<file path="src/rtl/pam_consts.svh">
// Constants of the mode-dependent port and address multiplexer.
// Assumes inclusion by the design modules; definitions only.
`ifndef PAM_CONSTS_SVH
`define PAM_CONSTS_SVH

`define PAM_ADDR_CTRL 8'h00
`define PAM_BUS_REL 8'h04
`define PAM_P1_DIR 8'h08
`define PAM_P2_DIR 8'h0c
`define PAM_P5_DIR 8'h10
`define PAM_STATUS 8'h14
`define PAM_UPPER_LSB 5
`define PAM_UPPER_RST 8'he0
`define PAM_BUS_REL_RST 8'hff
`define PAM_DIR_RST 8'h00
`define PAM_AREA_SHIFT_1M 17
`define PAM_AREA_SHIFT_16M 21
`define PAM_AREA_SHIFT_64K 13
`define PAM_SPACE_64K 2'h0
`define PAM_SPACE_1M 2'h1
`define PAM_SPACE_16M 2'h2
`define PAM_BUS_WIDTH_8 1'b0

`endif

</file>
<file path="src/rtl/pam_pkg.sv">
// Types shared by the port and address multiplexer files.
// Assumes nothing beyond the constants header.
package pam_pkg;
  typedef enum logic [2:0] {
    PAM_MODE_NONE = 3'b000,
    PAM_MODE_1 = 3'b001,
    PAM_MODE_2 = 3'b010,
    PAM_MODE_3 = 3'b011,
    PAM_MODE_4 = 3'b100,
    PAM_MODE_5 = 3'b101,
    PAM_MODE_6 = 3'b110,
    PAM_MODE_7 = 3'b111
  } pam_mode_t;

  typedef struct packed {
    logic psel;
    logic penable;
    logic pwrite;
    logic [7:0] paddr;
    logic [31:0] pwdata;
  } pam_apb_req_t;

  typedef struct packed {
    logic pready;
    logic pslverr;
    logic [31:0] prdata;
  } pam_apb_rsp_t;

  typedef struct packed {
    logic [7:0] p1Oe;
    logic [7:0] p2Oe;
    logic [3:0] p5Oe;
    logic [3:0] paOe;
    logic [7:0] p1Out;
    logic [7:0] p2Out;
    logic [3:0] p5Out;
    logic [3:0] paOut;
    logic [7:0] p3Oe;
    logic [7:0] p3Out;
  } pam_pins_t;
endpackage

</file>
<file path="src/rtl/pam_area_dec.sv">
// Area decoder: eight equal areas sized by the address space in force.
// Assumes a 24-bit CPU address.
`timescale 1ns/1ps
`include "pam_consts.svh"
module pam_area_dec
  import pam_pkg::*;
(
  input wire logic [1:0] spaceSel,
  input wire logic [23:0] cpuAddr,
  output logic [2:0] areaNum,
  output logic onChipRegs
);
  always_comb begin
    case (spaceSel)
      `PAM_SPACE_16M: begin
        areaNum = cpuAddr[`PAM_AREA_SHIFT_16M +: 3];
        onChipRegs = cpuAddr[23:8] == 16'hffff;
      end
      `PAM_SPACE_64K: begin
        areaNum = cpuAddr[`PAM_AREA_SHIFT_64K +: 3];
        onChipRegs = cpuAddr[15:8] == 8'hff;
      end
      default: begin
        areaNum = cpuAddr[`PAM_AREA_SHIFT_1M +: 3];
        onChipRegs = cpuAddr[19:8] == 12'hfff;
      end
    endcase
  end
endmodule // pam_area_dec

</file>
<file path="src/rtl/pam_pin_sel.sv">
// One pin selector: address function or general port function.
// Assumes the general port data and direction come from port logic outside.
`timescale 1ns/1ps
module pam_pin_sel #(
  parameter int WIDTH = 8
) (
  input wire logic [WIDTH-1:0] addrEn,
  input wire logic [WIDTH-1:0] addrBits,
  input wire logic [WIDTH-1:0] gpOut,
  input wire logic [WIDTH-1:0] gpDir,
  output logic [WIDTH-1:0] pinOut,
  output logic [WIDTH-1:0] pinOe
);
  always_comb begin
    for (int i = 0; i < WIDTH; i++) begin
      pinOut[i] = addrEn[i] ? addrBits[i] : gpOut[i];
      pinOe[i] = addrEn[i] | gpDir[i];
    end
  end
endmodule // pam_pin_sel

</file>
<file path="src/rtl/pam_port_mux.sv">
// Mode-dependent assignment of ports 1, 2, 3, 5 and A to the external bus.
// Assumes synchronous inputs on ref_clk and an APB master for the registers.
//
// Overview of operation
// - Mode 1 drives A19..A0 on ports 1, 2, 5; one megabyte space.
// - Every expanded mode starts with an 8-bit bus, all areas 8-bit.
// - Mode 3 drives A23..A0 on ports 1, 2, 5 and port A.
// - Mode 3 upper three address pins enable only after zeros in bits 7..5.
// - Mode 3 pin for A20 is always an address output.
// - Mode 5 ports 1, 2, 5 come up as inputs after reset.
// - Mode 5 pin becomes address output when its direction bit is one.
// - Mode 6 is single-chip, 64 kbyte space, all ports general.
// - Mode 7 is single-chip, one megabyte space, all ports general.
// - Port 3 is the data bus in modes 1, 3, 5; general otherwise.
// - Port A upper pins general except mode 3 address use.
// - Address space splits into eight equal areas per space size in expanded modes; area stays 0 in modes 6, 7.
// - On-chip register addresses depend on the space size.
`timescale 1ns/1ps
`include "pam_consts.svh"
module pam_port_mux
  import pam_pkg::*;
(
  input wire logic ref_clk,
  input wire logic reset,
  input wire logic [2:0] modeSelectPins,
  input wire pam_apb_req_t apbReq,
  output pam_apb_rsp_t apbRsp,
  input wire logic [23:0] cpuAddr,
  input wire logic busCycle,
  input wire logic busWrite,
  input wire logic [7:0] cpuWdata,
  input wire logic [7:0] gpOut1,
  input wire logic [7:0] gpOut2,
  input wire logic [7:0] gpOut3,
  input wire logic [3:0] gpOut5,
  input wire logic [3:0] gpOutA,
  input wire logic [7:0] gpDir3,
  input wire logic [3:0] gpDirA,
  output pam_pins_t pins,
  output logic [2:0] areaSel,
  output logic onChipRegSel,
  output logic busWidth16,
  output logic modeIllegal
);

  typedef struct packed {
    pam_mode_t mode;
    logic [7:0] upperAddrCtrl;
    logic [7:0] busRelCtrl;
    logic [7:0] p1Dir;
    logic [7:0] p2Dir;
    logic [3:0] p5Dir;
    pam_apb_rsp_t rsp;
    pam_pins_t pins;
    logic [2:0] area;
    logic regSel;
    logic wide;
    logic illegal;
  } pam_state_t;

  pam_state_t state_reg;
  pam_state_t state_next;

  logic expanded;
  logic dataBus;
  logic [1:0] spaceSel;
  logic [7:0] p1AddrEn;
  logic [7:0] p2AddrEn;
  logic [3:0] p5AddrEn;
  logic [3:0] paAddrEn;
  logic [3:0] paAddrBits;
  logic [7:0] p1Oe;
  logic [7:0] p2Oe;
  logic [3:0] p5Oe;
  logic [3:0] paOe;
  logic [7:0] p1Val;
  logic [7:0] p2Val;
  logic [3:0] p5Val;
  logic [3:0] paVal;
  logic [2:0] areaNum;
  logic onChipRegs;
  logic apbAccess;
  logic [31:0] rdData;

  always_comb begin
    expanded = 1'b0;
    dataBus = 1'b0;
    spaceSel = `PAM_SPACE_1M;
    p1AddrEn = 8'h00;
    p2AddrEn = 8'h00;
    p5AddrEn = 4'h0;
    paAddrEn = 4'h0;
    case (state_reg.mode)
      PAM_MODE_1: begin
        expanded = 1'b1;
        dataBus = 1'b1;
        p1AddrEn = 8'hff;
        p2AddrEn = 8'hff;
        p5AddrEn = 4'hf;
      end
      PAM_MODE_3: begin
        expanded = 1'b1;
        dataBus = 1'b1;
        spaceSel = `PAM_SPACE_16M;
        p1AddrEn = 8'hff;
        p2AddrEn = 8'hff;
        p5AddrEn = 4'hf;
        // Upper three pins wait for zeros in the control field
        paAddrEn[3:1] = ~state_reg.upperAddrCtrl[7:5];
        paAddrEn[0] = 1'b1;
      end
      PAM_MODE_5: begin
        expanded = 1'b1;
        dataBus = 1'b1;
        p1AddrEn = state_reg.p1Dir;
        p2AddrEn = state_reg.p2Dir;
        p5AddrEn = state_reg.p5Dir;
      end
      PAM_MODE_6: begin
        spaceSel = `PAM_SPACE_64K;
      end
      PAM_MODE_7: begin
        spaceSel = `PAM_SPACE_1M;
      end
      default: begin
        spaceSel = `PAM_SPACE_1M;
      end
    endcase
  end

  // Port A upper nibble carries A23..A20, pin 4 holds A20
  assign paAddrBits = cpuAddr[23:20];

  pam_pin_sel #(.WIDTH(8)) uPort1 (
    .addrEn(p1AddrEn),
    .addrBits(cpuAddr[7:0]),
    .gpOut(gpOut1),
    .gpDir(state_reg.p1Dir),
    .pinOut(p1Val),
    .pinOe(p1Oe)
  );

  pam_pin_sel #(.WIDTH(8)) uPort2 (
    .addrEn(p2AddrEn),
    .addrBits(cpuAddr[15:8]),
    .gpOut(gpOut2),
    .gpDir(state_reg.p2Dir),
    .pinOut(p2Val),
    .pinOe(p2Oe)
  );

  pam_pin_sel #(.WIDTH(4)) uPort5 (
    .addrEn(p5AddrEn),
    .addrBits(cpuAddr[19:16]),
    .gpOut(gpOut5),
    .gpDir(state_reg.p5Dir),
    .pinOut(p5Val),
    .pinOe(p5Oe)
  );

  pam_pin_sel #(.WIDTH(4)) uPortA (
    .addrEn(paAddrEn),
    .addrBits(paAddrBits),
    .gpOut(gpOutA),
    .gpDir(gpDirA),
    .pinOut(paVal),
    .pinOe(paOe)
  );

  pam_area_dec uArea (
    .spaceSel(spaceSel),
    .cpuAddr(cpuAddr),
    .areaNum(areaNum),
    .onChipRegs(onChipRegs)
  );

  assign apbAccess = apbReq.psel & apbReq.penable;

  always_comb begin
    case (apbReq.paddr)
      `PAM_ADDR_CTRL: rdData = {24'h000000, state_reg.upperAddrCtrl};
      `PAM_BUS_REL: rdData = {24'h000000, state_reg.busRelCtrl};
      `PAM_P1_DIR: rdData = {24'h000000, state_reg.p1Dir};
      `PAM_P2_DIR: rdData = {24'h000000, state_reg.p2Dir};
      `PAM_P5_DIR: rdData = {28'h0000000, state_reg.p5Dir};
      `PAM_STATUS: rdData = {26'h0, state_reg.illegal, state_reg.wide, 1'b0, state_reg.mode};
      default: rdData = 32'h00000000;
    endcase
  end

  always_comb begin
    state_next = state_reg;
    state_next.rsp.pready = 1'b0;
    state_next.rsp.pslverr = 1'b0;
    state_next.rsp.prdata = 32'h00000000;
    // Single-cycle answer: pready rises in the first access cycle's next edge
    if (apbAccess && !state_reg.rsp.pready) begin
      state_next.rsp.pready = 1'b1;
      state_next.rsp.prdata = apbReq.pwrite ? 32'h00000000 : rdData;
      case (apbReq.paddr)
        `PAM_ADDR_CTRL, `PAM_BUS_REL, `PAM_P1_DIR, `PAM_P2_DIR, `PAM_P5_DIR, `PAM_STATUS: begin
          state_next.rsp.pslverr = apbReq.pwrite && apbReq.paddr == `PAM_STATUS;
        end
        default: begin
          state_next.rsp.pslverr = 1'b1;
        end
      endcase
      if (apbReq.pwrite) begin
        case (apbReq.paddr)
          `PAM_ADDR_CTRL: state_next.upperAddrCtrl = apbReq.pwdata[7:0];
          `PAM_BUS_REL: state_next.busRelCtrl = apbReq.pwdata[7:0];
          `PAM_P1_DIR: state_next.p1Dir = apbReq.pwdata[7:0];
          `PAM_P2_DIR: state_next.p2Dir = apbReq.pwdata[7:0];
          `PAM_P5_DIR: state_next.p5Dir = apbReq.pwdata[3:0];
          default: state_next.p5Dir = state_reg.p5Dir;
        endcase
      end
    end
    state_next.pins.p1Oe = p1Oe;
    state_next.pins.p2Oe = p2Oe;
    state_next.pins.p5Oe = p5Oe;
    state_next.pins.paOe = paOe;
    state_next.pins.p1Out = p1Val;
    state_next.pins.p2Out = p2Val;
    state_next.pins.p5Out = p5Val;
    state_next.pins.paOut = paVal;
    if (dataBus) begin
      state_next.pins.p3Oe = (busCycle && busWrite) ? 8'hff : 8'h00;
      state_next.pins.p3Out = cpuWdata;
    end else begin
      state_next.pins.p3Oe = gpDir3;
      state_next.pins.p3Out = gpOut3;
    end
    state_next.area = expanded ? areaNum : 3'h0;
    state_next.regSel = onChipRegs;
    state_next.wide = `PAM_BUS_WIDTH_8;
    state_next.illegal = state_reg.mode == PAM_MODE_2 || state_reg.mode == PAM_MODE_4
      || state_reg.mode == PAM_MODE_NONE;
    if (reset) begin
      state_next = '0;
      state_next.mode = pam_mode_t'(modeSelectPins);
      state_next.upperAddrCtrl = `PAM_UPPER_RST;
      state_next.busRelCtrl = `PAM_BUS_REL_RST;
      state_next.p1Dir = `PAM_DIR_RST;
      state_next.p2Dir = `PAM_DIR_RST;
      state_next.p5Dir = 4'h0;
    end
  end

  always_ff @(posedge ref_clk) begin
    state_reg <= state_next;
  end

  assign apbRsp = state_reg.rsp;
  assign pins = state_reg.pins;
  assign areaSel = state_reg.area;
  assign onChipRegSel = state_reg.regSel;
  assign busWidth16 = state_reg.wide;
  assign modeIllegal = state_reg.illegal;
endmodule // pam_port_mux

</file>
<file path="config.mk">
export PLATFORM = sky130hd
export DESIGN_NAME = pam_port_mux
export DESIGN_NICKNAME = d
export VERILOG_FILES = /design/src/rtl/pam_pkg.sv /design/src/rtl/pam_area_dec.sv /design/src/rtl/pam_pin_sel.sv /design/src/rtl/pam_port_mux.sv
export VERILOG_INCLUDE_DIRS = /design/src /design/src/rtl
export SDC_FILE = /design/constraint.sdc
export NUM_CORES = 1
export LEC_CHECK = 0
export ABC_AREA = 0
export BUFFER_PORTS_ARGS = -buffer_cell sky130_fd_sc_hd__buf_4
export CORE_MARGIN = 2
export CORE_UTILIZATION = 54
export CTS_BUF_LIST = sky130_fd_sc_hd__clkbuf_4
export CTS_CLUSTER_DIAMETER = 100
export DETAILED_ROUTE_END_ITERATION = 8
export PLACE_DENSITY = 0.91
export SETUP_SLACK_MARGIN = 0.05
export SYNTH_ARGS = -nofsm -noshare
export SYNTH_HDL_FRONTEND = slang
export SYNTH_SLANG_ARGS = --single-unit
</file>
<file path="constraint.sdc">
create_clock -name ref_clk -period 3.45 [get_ports ref_clk]
set_input_delay 0.5175 -clock ref_clk [delete_from_list [all_inputs] [get_ports ref_clk]]
set_output_delay 0.5175 -clock ref_clk [all_outputs]
set_load 0.05 [all_outputs]
</file>
# Word level (Yosys, flattened, before mapping)

Cells that the tools add are included.
Widths: inputs -> output; s select.

Bits in registers: 143
Input bits: 126
Output and inout port bits: 104

Equality and inequality tests: 15
Multiplexer cells: 38
Bitwise operators: 28
Reduce and logical (&&, ||, !) cells: 20

Operators by type and width:

| cell                 | count |
|---|---|
| $pmux 8 s6           | 1 |
| $mux 34              | 1 |
| $mux 32              | 1 |
| $pmux 8 s2           | 2 |
| $mux 1               | 26 |
| $or 1x1->1           | 24 |
| $eq 16x16->1 const B | 1 |
| $eq 8x4->1 const B   | 2 |
| $eq 8x5->1 const B   | 2 |
| $mux 16              | 1 |
| $reduce_and 3->1     | 5 |
| $eq 12x12->1 const B | 1 |
| $eq 3x3->1 const B   | 3 |
| $eq 8x3->1 const B   | 1 |
| $eq 8x8->1 const B   | 1 |
| $logic_not 8->1      | 1 |
| $mux 8               | 1 |
| $pmux 4 s2           | 1 |
| $eq 3x2->1 const B   | 2 |
| $pmux 3 s2           | 1 |
| $reduce_or 2->1      | 3 |
| $reduce_or 3->1      | 2 |
| $reduce_or 6->1      | 1 |
| $mux 4               | 1 |
| 12 further kinds     | 16 |

# Longest topological paths before layout

Gate-level depths: netlist of run 1.

Depth after elaboration: 5
Depth in mapped cells: 5
Mapped depth without buffers: 3

# Modules after synthesis

From an unflattened synthesis of run 1, not the netlist that was laid out.

Cell total of the unflattened synthesis: 590
Area, all modules: 5733.0 um^2

By module, submodules not included:

| module                   | instances | cells an instance | area an instance (um^2) |
|---|---|---|---|
| pam_port_mux             | 1         | 527               | 5112.4 |
| pam_pin_sel (uPort1 ...) | 2         | 16                | 170.2 |
| pam_pin_sel (uPort5 ...) | 2         | 8                 | 85.1 |
| pam_area_dec             | 1         | 15                | 110.1 |

# Worst setup path after synthesis of run 1

No wires, ideal clock.

Path kind: input to register
From: input port apbReq[32] in the netlist's numbering
To: register state_reg (netlist bit apbRsp[3])
Library setup time: 60 ps
Arrival time: 1849 ps
Required time: 3390 ps
Slack: 1541 ps
Cell stages on the path: 4
Cell sequence: or4_4 -> or4_4 -> buf_6 -> and3b_1

Cells in the longest elaborated chain, start to end: 2
Elaborated cells between the ends (all ways): 7
Those cells by class: eq/ne (5); mux (1); reduce/logical (1)

RTL lines:

| item                                     | line                | text |
|---|---|---|
| start: declaration                       | pam_port_mux.sv:26  | `input wire pam_apb_req_t apbReq,` |
| $eq 8x5->1, or another cell as far along | pam_port_mux.sv:180 | `case (apbReq.paddr)` |
| $pmux 8 s6 (*)                           | pam_port_mux.sv:180 |  |
| end signal: assignment                   | pam_port_mux.sv:251 | `state_reg <= state_next;` |
| end: declaration                         | pam_port_mux.sv:61  | `pam_state_t state_reg;` |

Every way passes the cells marked *; elsewhere a longest branch is shown, timed or not.
A chain may end at the register's enable or synchronous reset.

# Worst setup path after layout of run 1

From: register state_reg[140] in the netlist's numbering
To: register state_reg (netlist bit pins[10])

Cells in the longest elaborated chain, start to end: 4
Elaborated cells between the ends (all ways): 6
Those cells by class: eq/ne (3); mux (2); reduce/logical (1)

RTL lines:

| item                                     | line                | text |
|---|---|---|
| $eq 3x2->1, or another cell as far along | pam_port_mux.sv:93  | `case (state_reg.mode)` |
| $reduce_or 3->1 (no line) (*)            | --                  |  |
| $mux 1 (*)                               | pam_port_mux.sv:93  |  |
| $mux 16 (*)                              | pam_port_mux.sv:227 | `if (dataBus) begin` |

Marked as above.

==> out/results.txt, run 1 <==
Status = completed
Max-slew violation count = 0
WS Path Type = reg -> reg
Max H-tree Level = 4
Post-synth EDFFs = 3
RSZ-0062 raised after global routing = no
Synth Flop Type = dfxtp_1
Worst vdd ir = 0.000272 V
Die area = 11300 sq um
Worst Hold Class = in -> reg
Final setup TNS = 0 ps
Vias post-DR = 4281
Post-Synth Adder-Cell Area = 0
Mapped Cells = 615
Post-synthesis compound-gate area fraction = 0.0666
Critical path capture point type = flip-flop
Post-Route Utilization = 0.645
Internal = 2.06 mW
Max FO, Critical Path = 13
Worst-Margin Slew = 733 ps
Switching Fraction = 0.316
GRT Total Usage = 0.228
Fillers = 822
Post-synth top area share = 0.406
Leak Pwr = 3.17 nW
Clock Skew = 14.6 ps
Largest family of logic cells by synthesized area = simple AND/OR/NAND/NOR gates
Register area = 2390 sq um
Routed WL per cell = 15.0 microns
Seq/Total Area, Yosys = 0.422
Total power = 3.02 mW
Post-Synth Simple-Gate Area = 0.208
Antenna cells = 0
Largest net degree at the start of global routing = 87
Final setup violating endpoints = 0
PnR worst setup slack = 1460 ps
WL final = 12.7 mm
Post-synthesis area per instance = 9.22 sq um
Final HPWL DP = 9.51 mm
Post-layout minimum cycle time = 1990 ps
PwrDens = 455 nW/um^2
Pre-CTS setup slack = 1110 ps
Synth Cell Area = 5670 sq um
Crit-path cells = a21boi_1, nand3_1, a21oi_1
Area leader, netlist = dfxtp_1
DR iter-0 viols = 218
Setup bufs post-CTS = 0
Share of the cycle needed by the critical path after routing = 0.576
DR vias/cell = 5.05
Initial core utilization = 0.552
Final Cell Area = 6630 sq um
# placed instances = 817
Synth async-reset ratio = 0
Finished Layout Cells = 848
First-pass GRT wire length = 20.3 mm
CP top delay family = compound AO/OA/AOI/OAI gates
Ports = 230
Rows = 37
CTS Buffer Depth = 2
Synth cell types = 44
Vias in the first global route = 4185
Sequential Power Share = 0.481
CP required = 3860 ps
Fmax = 504 MHz
Max FFs per register = 64
Crit-path max cell delay = 630 ps
Layout cells sized above 1 = 0.326
Slew margin rel. = 0.511
Synth warn = 0
Xor/xnor share of the synthesized area = 0
Final ANT Viol Nets = 0
Mux share of post-synthesis cell area = 0.136
GP Congestion = 0.840
DRC = 0
WP buf/inv = 0
Overflow after GRT = 0
Setup crit start kind = flip-flop
DIE HEIGHT = 106 microns
Initial antenna violation count = 0
Most common cell in the netlist = dfxtp_1
Port buffer count = 180
TritonCTS clock tree = built
Psw = 0.954 mW
Root Driver = clkbuf_4
Clk slew on worst S/H paths = 100 ps
Hold_buf cts = 0
Resize count post-CTS = 0
Synth top cells by count = 115 x dfxtp_1, 103 x buf_4, 73 x nand2b_1
CP max stage cell = a21boi_1
Hold slack final = 206 ps
# clock sinks = 118
Synth area leaders = dfxtp_1 41%, buf_4 14%, mux2i_1 10%
Multi-input gate area = 2420 sq um
Die span in x = 106 microns
Layout Nets = 826
MaxCap Viol Count = 0
Clock power frac = 0.308
Clock Latency Late Sink = 500 ps
Core outline area = 10300 sq um
Logic pwr share = 0.211
Syn-to-layout area delta = 16.9%
Total CTS buffers = 17
Area after DPL = 6360 sq um
First-pass detailed-route iteration total = 4
Final Hold Vio Count = 0
Worst path arrival time = 2400 ps
Yosys reg bits = 118
-- placed cells by master, fill, tap and decap left out, types with 2 or more instances in the layout --
master,Yosys,final
inv_1,3,3
edfxtp_1,3,3
clkbuf_4,0,17
mux2_2,10,10
mux2i_1,59,59
nand3b_1,2,2
a2111oi_0,3,3
a221oi_2,3,3
mux4_2,3,3
clkinvlp_4,0,5
nor3b_1,3,3
and3b_1,4,4
or4_4,2,2
a22oi_1,3,3
nand2_1,38,38
nand4_1,2,2
clkinv_2,0,2
conb_1,1,25
bufinv_16,0,2
buf_4,103,182
nor2b_1,3,2
nor4bb_1,3,3
nand3_1,5,5
a21oi_1,41,41
nand2b_1,73,73
clkinv_1,0,3
nand4b_1,4,4
nor3_1,2,2
o21ai_0,4,4
and4b_1,2,2
dfxtp_1,115,115
nor3b_2,3,3
nor2_1,69,69
-- routing by layer --
metal | vias to the layer above | share of wire | GRT usage
li1 | 2089 | - | -
met1 | 1996 | 0.40 | 0.258
met2 | 190 | 0.50 | 0.398
met3 | 6 | 0.093 | 0.0865
met4 | 0 | 0.0068 | 0.0677
met5 | - | 0 | 0
-- logic make-up after synthesis --
group / count (synthesis)
simple gates: 220
compound gates: 61
buf+inv: 143
mux: 72
flops: 118
other cells: 1
-- power by group through the flow --
stage               Sequential, mW  Clock, mW  Combinational, mW
floorplan                     1.47          0              0.527
global placement              1.48          0              0.623
detailed placement            1.48          0              0.637
CTS                           1.45      0.955              0.638
global route                  1.46       1.01              0.674
finish                        1.45      0.930              0.635
-- area by class of cell --
cell class	instances	share of cell area
Tap cell	136	0.0257
Multi-Input combinational cell	378	0.366
Timing Repair Buffer	182	0.206
Inverter	3	0.00170
Clock inverter	14	0.0206
Sequential cell	118	0.361
Clock buffer	17	0.0193
-- worst reg2reg max path: cells and delay by family (launching register included) --
kind | cells | cell delay [ps]
flip-flops | 1 | 600
AO/OA/AOI/OAI | 2 | 920
AND/OR/NAND/NOR | 1 | 390
-- path summary, 6_finish.rpt --
check	endpoint	slack (ps)	start	depth (start not counted)
worst max-delay path	pins[10]	1460	state_reg[140]	3
worst min-delay path	state_reg[140]	210	modeSelectPins[0]	1
worst max register to register	pins[10]	1460	state_reg[140]	3
worst min register to register	state_reg[134]	490	state_reg[134]	2
No activity file was read; power rests on OpenSTA's default activity.
==> run 2, diff against run 1 <==
--- a/config.mk
+++ b/config.mk
@@ -9,11 +9,11 @@
 export ABC_AREA = 0
 export BUFFER_PORTS_ARGS = -buffer_cell sky130_fd_sc_hd__buf_4
 export CORE_MARGIN = 2
-export CORE_UTILIZATION = 54
+export CORE_UTILIZATION = 50
 export CTS_BUF_LIST = sky130_fd_sc_hd__clkbuf_4
 export CTS_CLUSTER_DIAMETER = 100
 export DETAILED_ROUTE_END_ITERATION = 8
-export PLACE_DENSITY = 0.91
+export PLACE_DENSITY = 0.85
 export SETUP_SLACK_MARGIN = 0.05
 export SYNTH_ARGS = -nofsm -noshare
 export SYNTH_HDL_FRONTEND = slang
==> constraint.sdc (replaced) <==
create_clock -name ref_clk -period 2 [get_ports ref_clk]
set_input_delay 0.3 -clock ref_clk [delete_from_list [all_inputs] [get_ports ref_clk]]
set_output_delay 0.3 -clock ref_clk [all_outputs]
set_load 0.05 [all_outputs]
==> run 2 against run 1 <==
Compared with the run above:
- clock-buffer cell count is the same
- clock skew increased by 3.0 ps
- register-to-register slack worse by 1100 ps
- sequential share of layout area shrank 0.83 points
- die area increased by 7.7%
- core utilization fell by 2.5 points
- total power up 73%
- highest routed layer unchanged
- hold slack got worse by 150 ps
- global-route usage shrank 1.9 points
- combinational power increased by 76%
- worst setup slack lost 1100 ps
==> out/results.txt, run 2 (same netlist as run 1, synthesis figures left out) <==
Worst Hold Class = in -> reg (unchanged)
MaxCap Viol Count = 0 (unchanged)
Max-slew violation count = 0 (unchanged)
Post-layout minimum cycle time = 1610 ps (was 1990 ps)
First-pass GRT wire length = 20.6 mm (was 20.3 mm)
Vias post-DR = 4265 (was 4281)
Area after DPL = 6430 sq um (was 6360 sq um)
Port buffer count = 180 (unchanged)
PnR worst setup slack = 388 ps (was 1460 ps)
Final setup TNS = 0 ps (unchanged)
# placed instances = 827 (was 817)
GRT Total Usage = 0.209 (was 0.228)
Core outline area = 10900 sq um (was 10300 sq um)
RSZ-0062 raised after global routing = no (unchanged)
Met2 Use GR = 0.360 (was 0.398)
Ports = 230 (unchanged)
Critical path capture point type = flip-flop (unchanged)
Setup bufs post-CTS = 0 (unchanged)
Pre-CTS setup slack = 179 ps (was 1110 ps)
Largest net degree at the start of global routing = 143 (was 87)
Clk slew on worst S/H paths = 110 ps (was 100 ps)
Final Cell Area = 6780 sq um (was 6630 sq um)
WP buf/inv = 0 (unchanged)
Finished Layout Cells = 868 (was 848)
Clock Skew = 17.6 ps (was 14.6 ps)
Root Driver = clkbuf_4 (unchanged)
Worst path arrival time = 1960 ps (was 2400 ps)
Overflow after GRT = 0 (unchanged)
Fmax = 620 MHz (was 504 MHz)
Final HPWL DP = 9.57 mm (was 9.51 mm)
Routed WL per cell = 14.8 microns (was 15.0 microns)
Antenna cells = 0 (unchanged)
Total CTS buffers = 17 (unchanged)
Layout cells sized above 1 = 0.331 (was 0.326)
Post-Route Utilization = 0.620 (was 0.645)
Crit-path max cell delay = 580 ps (was 630 ps)
Max H-tree Level = 4 (unchanged)
Die span in x = 111 microns (was 106 microns)
GP Congestion = 0.876 (was 0.840)
CP max stage cell = edfxtp_1 (was a21boi_1)
CTS Buffer Depth = 2 (unchanged)
Leak Pwr = 3.24 nW (was 3.17 nW)
WS Path Type = reg -> reg (unchanged)
Final setup violating endpoints = 0 (unchanged)
Met3 usage = 0.0735 (was 0.0865)
WL final = 12.9 mm (was 12.7 mm)
Most common cell after layout, fill and taps aside = buf_4 (unchanged)
Setup crit start kind = flip-flop (unchanged)
DIE HEIGHT = 111 microns (was 106 microns)
R2r setup slk = 390 ps (was 1460 ps)
PwrDens = 770 nW/um^2 (was 455 nW/um^2)
Total power = 5.23 mW (was 3.02 mW)
# clock sinks = 118 (unchanged)
Rows = 38 (was 37)
DR vias/cell = 4.91 (was 5.05)
Share of the cycle needed by the critical path after routing = 0.806 (was 0.576)
First-pass detailed-route iteration total = 4 (unchanged)
Crit-path cells = nand3b_1, nand3_1, a2111oi_0 (was a21boi_1, nand3_1, a21oi_1)
Status = completed (unchanged)
Initial antenna violation count = 0 (unchanged)
Die area = 12200 sq um (was 11300 sq um)
TritonCTS clock tree = built (unchanged)
CP top delay family = flip-flops (was compound AO/OA/AOI/OAI gates)
Hold slack final = 53.1 ps (was 206 ps)
Initial core utilization = 0.519 (was 0.552)
Final Hold Vio Count = 0 (unchanged)
Clock Latency Late Sink = 500 ps (about the same)
CP required = 2350 ps (was 3860 ps)
Max FFs per register = 64 (unchanged)
GRT busiest layer = met2 (unchanged)
Max FO, Critical Path = 12 (was 13)
Final ANT Viol Nets = 0 (unchanged)
Vias in the first global route = 4084 (was 4185)
Syn-to-layout area delta = 19.6% (was 16.9%)
Worst vdd ir = 0.000503 V (was 0.000272 V)
Met1 Usage GRT = 0.245 (was 0.258)
Highest-count cells in the layout ignoring fill and taps = 187 x buf_4, 115 x dfxtp_1, 73 x nand2b_1 (was 182 x buf_4, 115 x dfxtp_1, 73 x nand2b_1)
DRC = 0 (unchanged)
Layout Nets = 841 (was 826)
DR iter-0 viols = 210 (was 218)
==> run 2: worst paths after layout <==
| kind | from | endpoint | depth (start not counted) |
|---|---|---|---|
| worst max register to register | state_reg[142] | areaSel[1] | 3 |
| worst max-delay path | state_reg[142] | areaSel[1] | 3 |
| worst min-delay path | cpuAddr[6] | pins[38] | 3 |
| worst min register to register | state_reg[134] | state_reg[134] | 2 |
==> run 2: layout make-up <==
cell class,count,area (sq um)
tap,140,175
clock inverter,15,138
inverter,3,11.3
clock buffer,17,128
sequential,118,2390
fill,928,4150
timing repair buffer,197,1510
multi-input combinational,378,2430
==> run 2: layer usage <==
| layer | vias up | wire length, microns |
|---|---|---|
| met5 | - | 0 |
| met4 | 0 | 153 |
| met3 | 14 | 1050 |
| met2 | 175 | 6390 |
| met1 | 1961 | 5290 |
| li1 | 2115 | - |
==> run 2: report_power, final <==
part           internal (mW)  total (mW)  switching, mW
clock network          0.722        1.61          0.887
registers               2.46        2.50         0.0429
logic                  0.397        1.12          0.718
total                   3.58        5.23           1.65
==> run 2: tightest hold or removal path, delay by kind of cell <==
family        cells  cell delay, ps
simple gates      1              50
buf+inv           1             110
mux               1              50
==> run 2: what timing repair did <==
| action | CTS | global route |
|---|---|---|
| resized for setup | 0 | 1 |
| endpoints found under the hold margin | 6 | 3 |
| hold buffers | 6 | 3 |
| setup endpoints to repair | 0 | 2 |
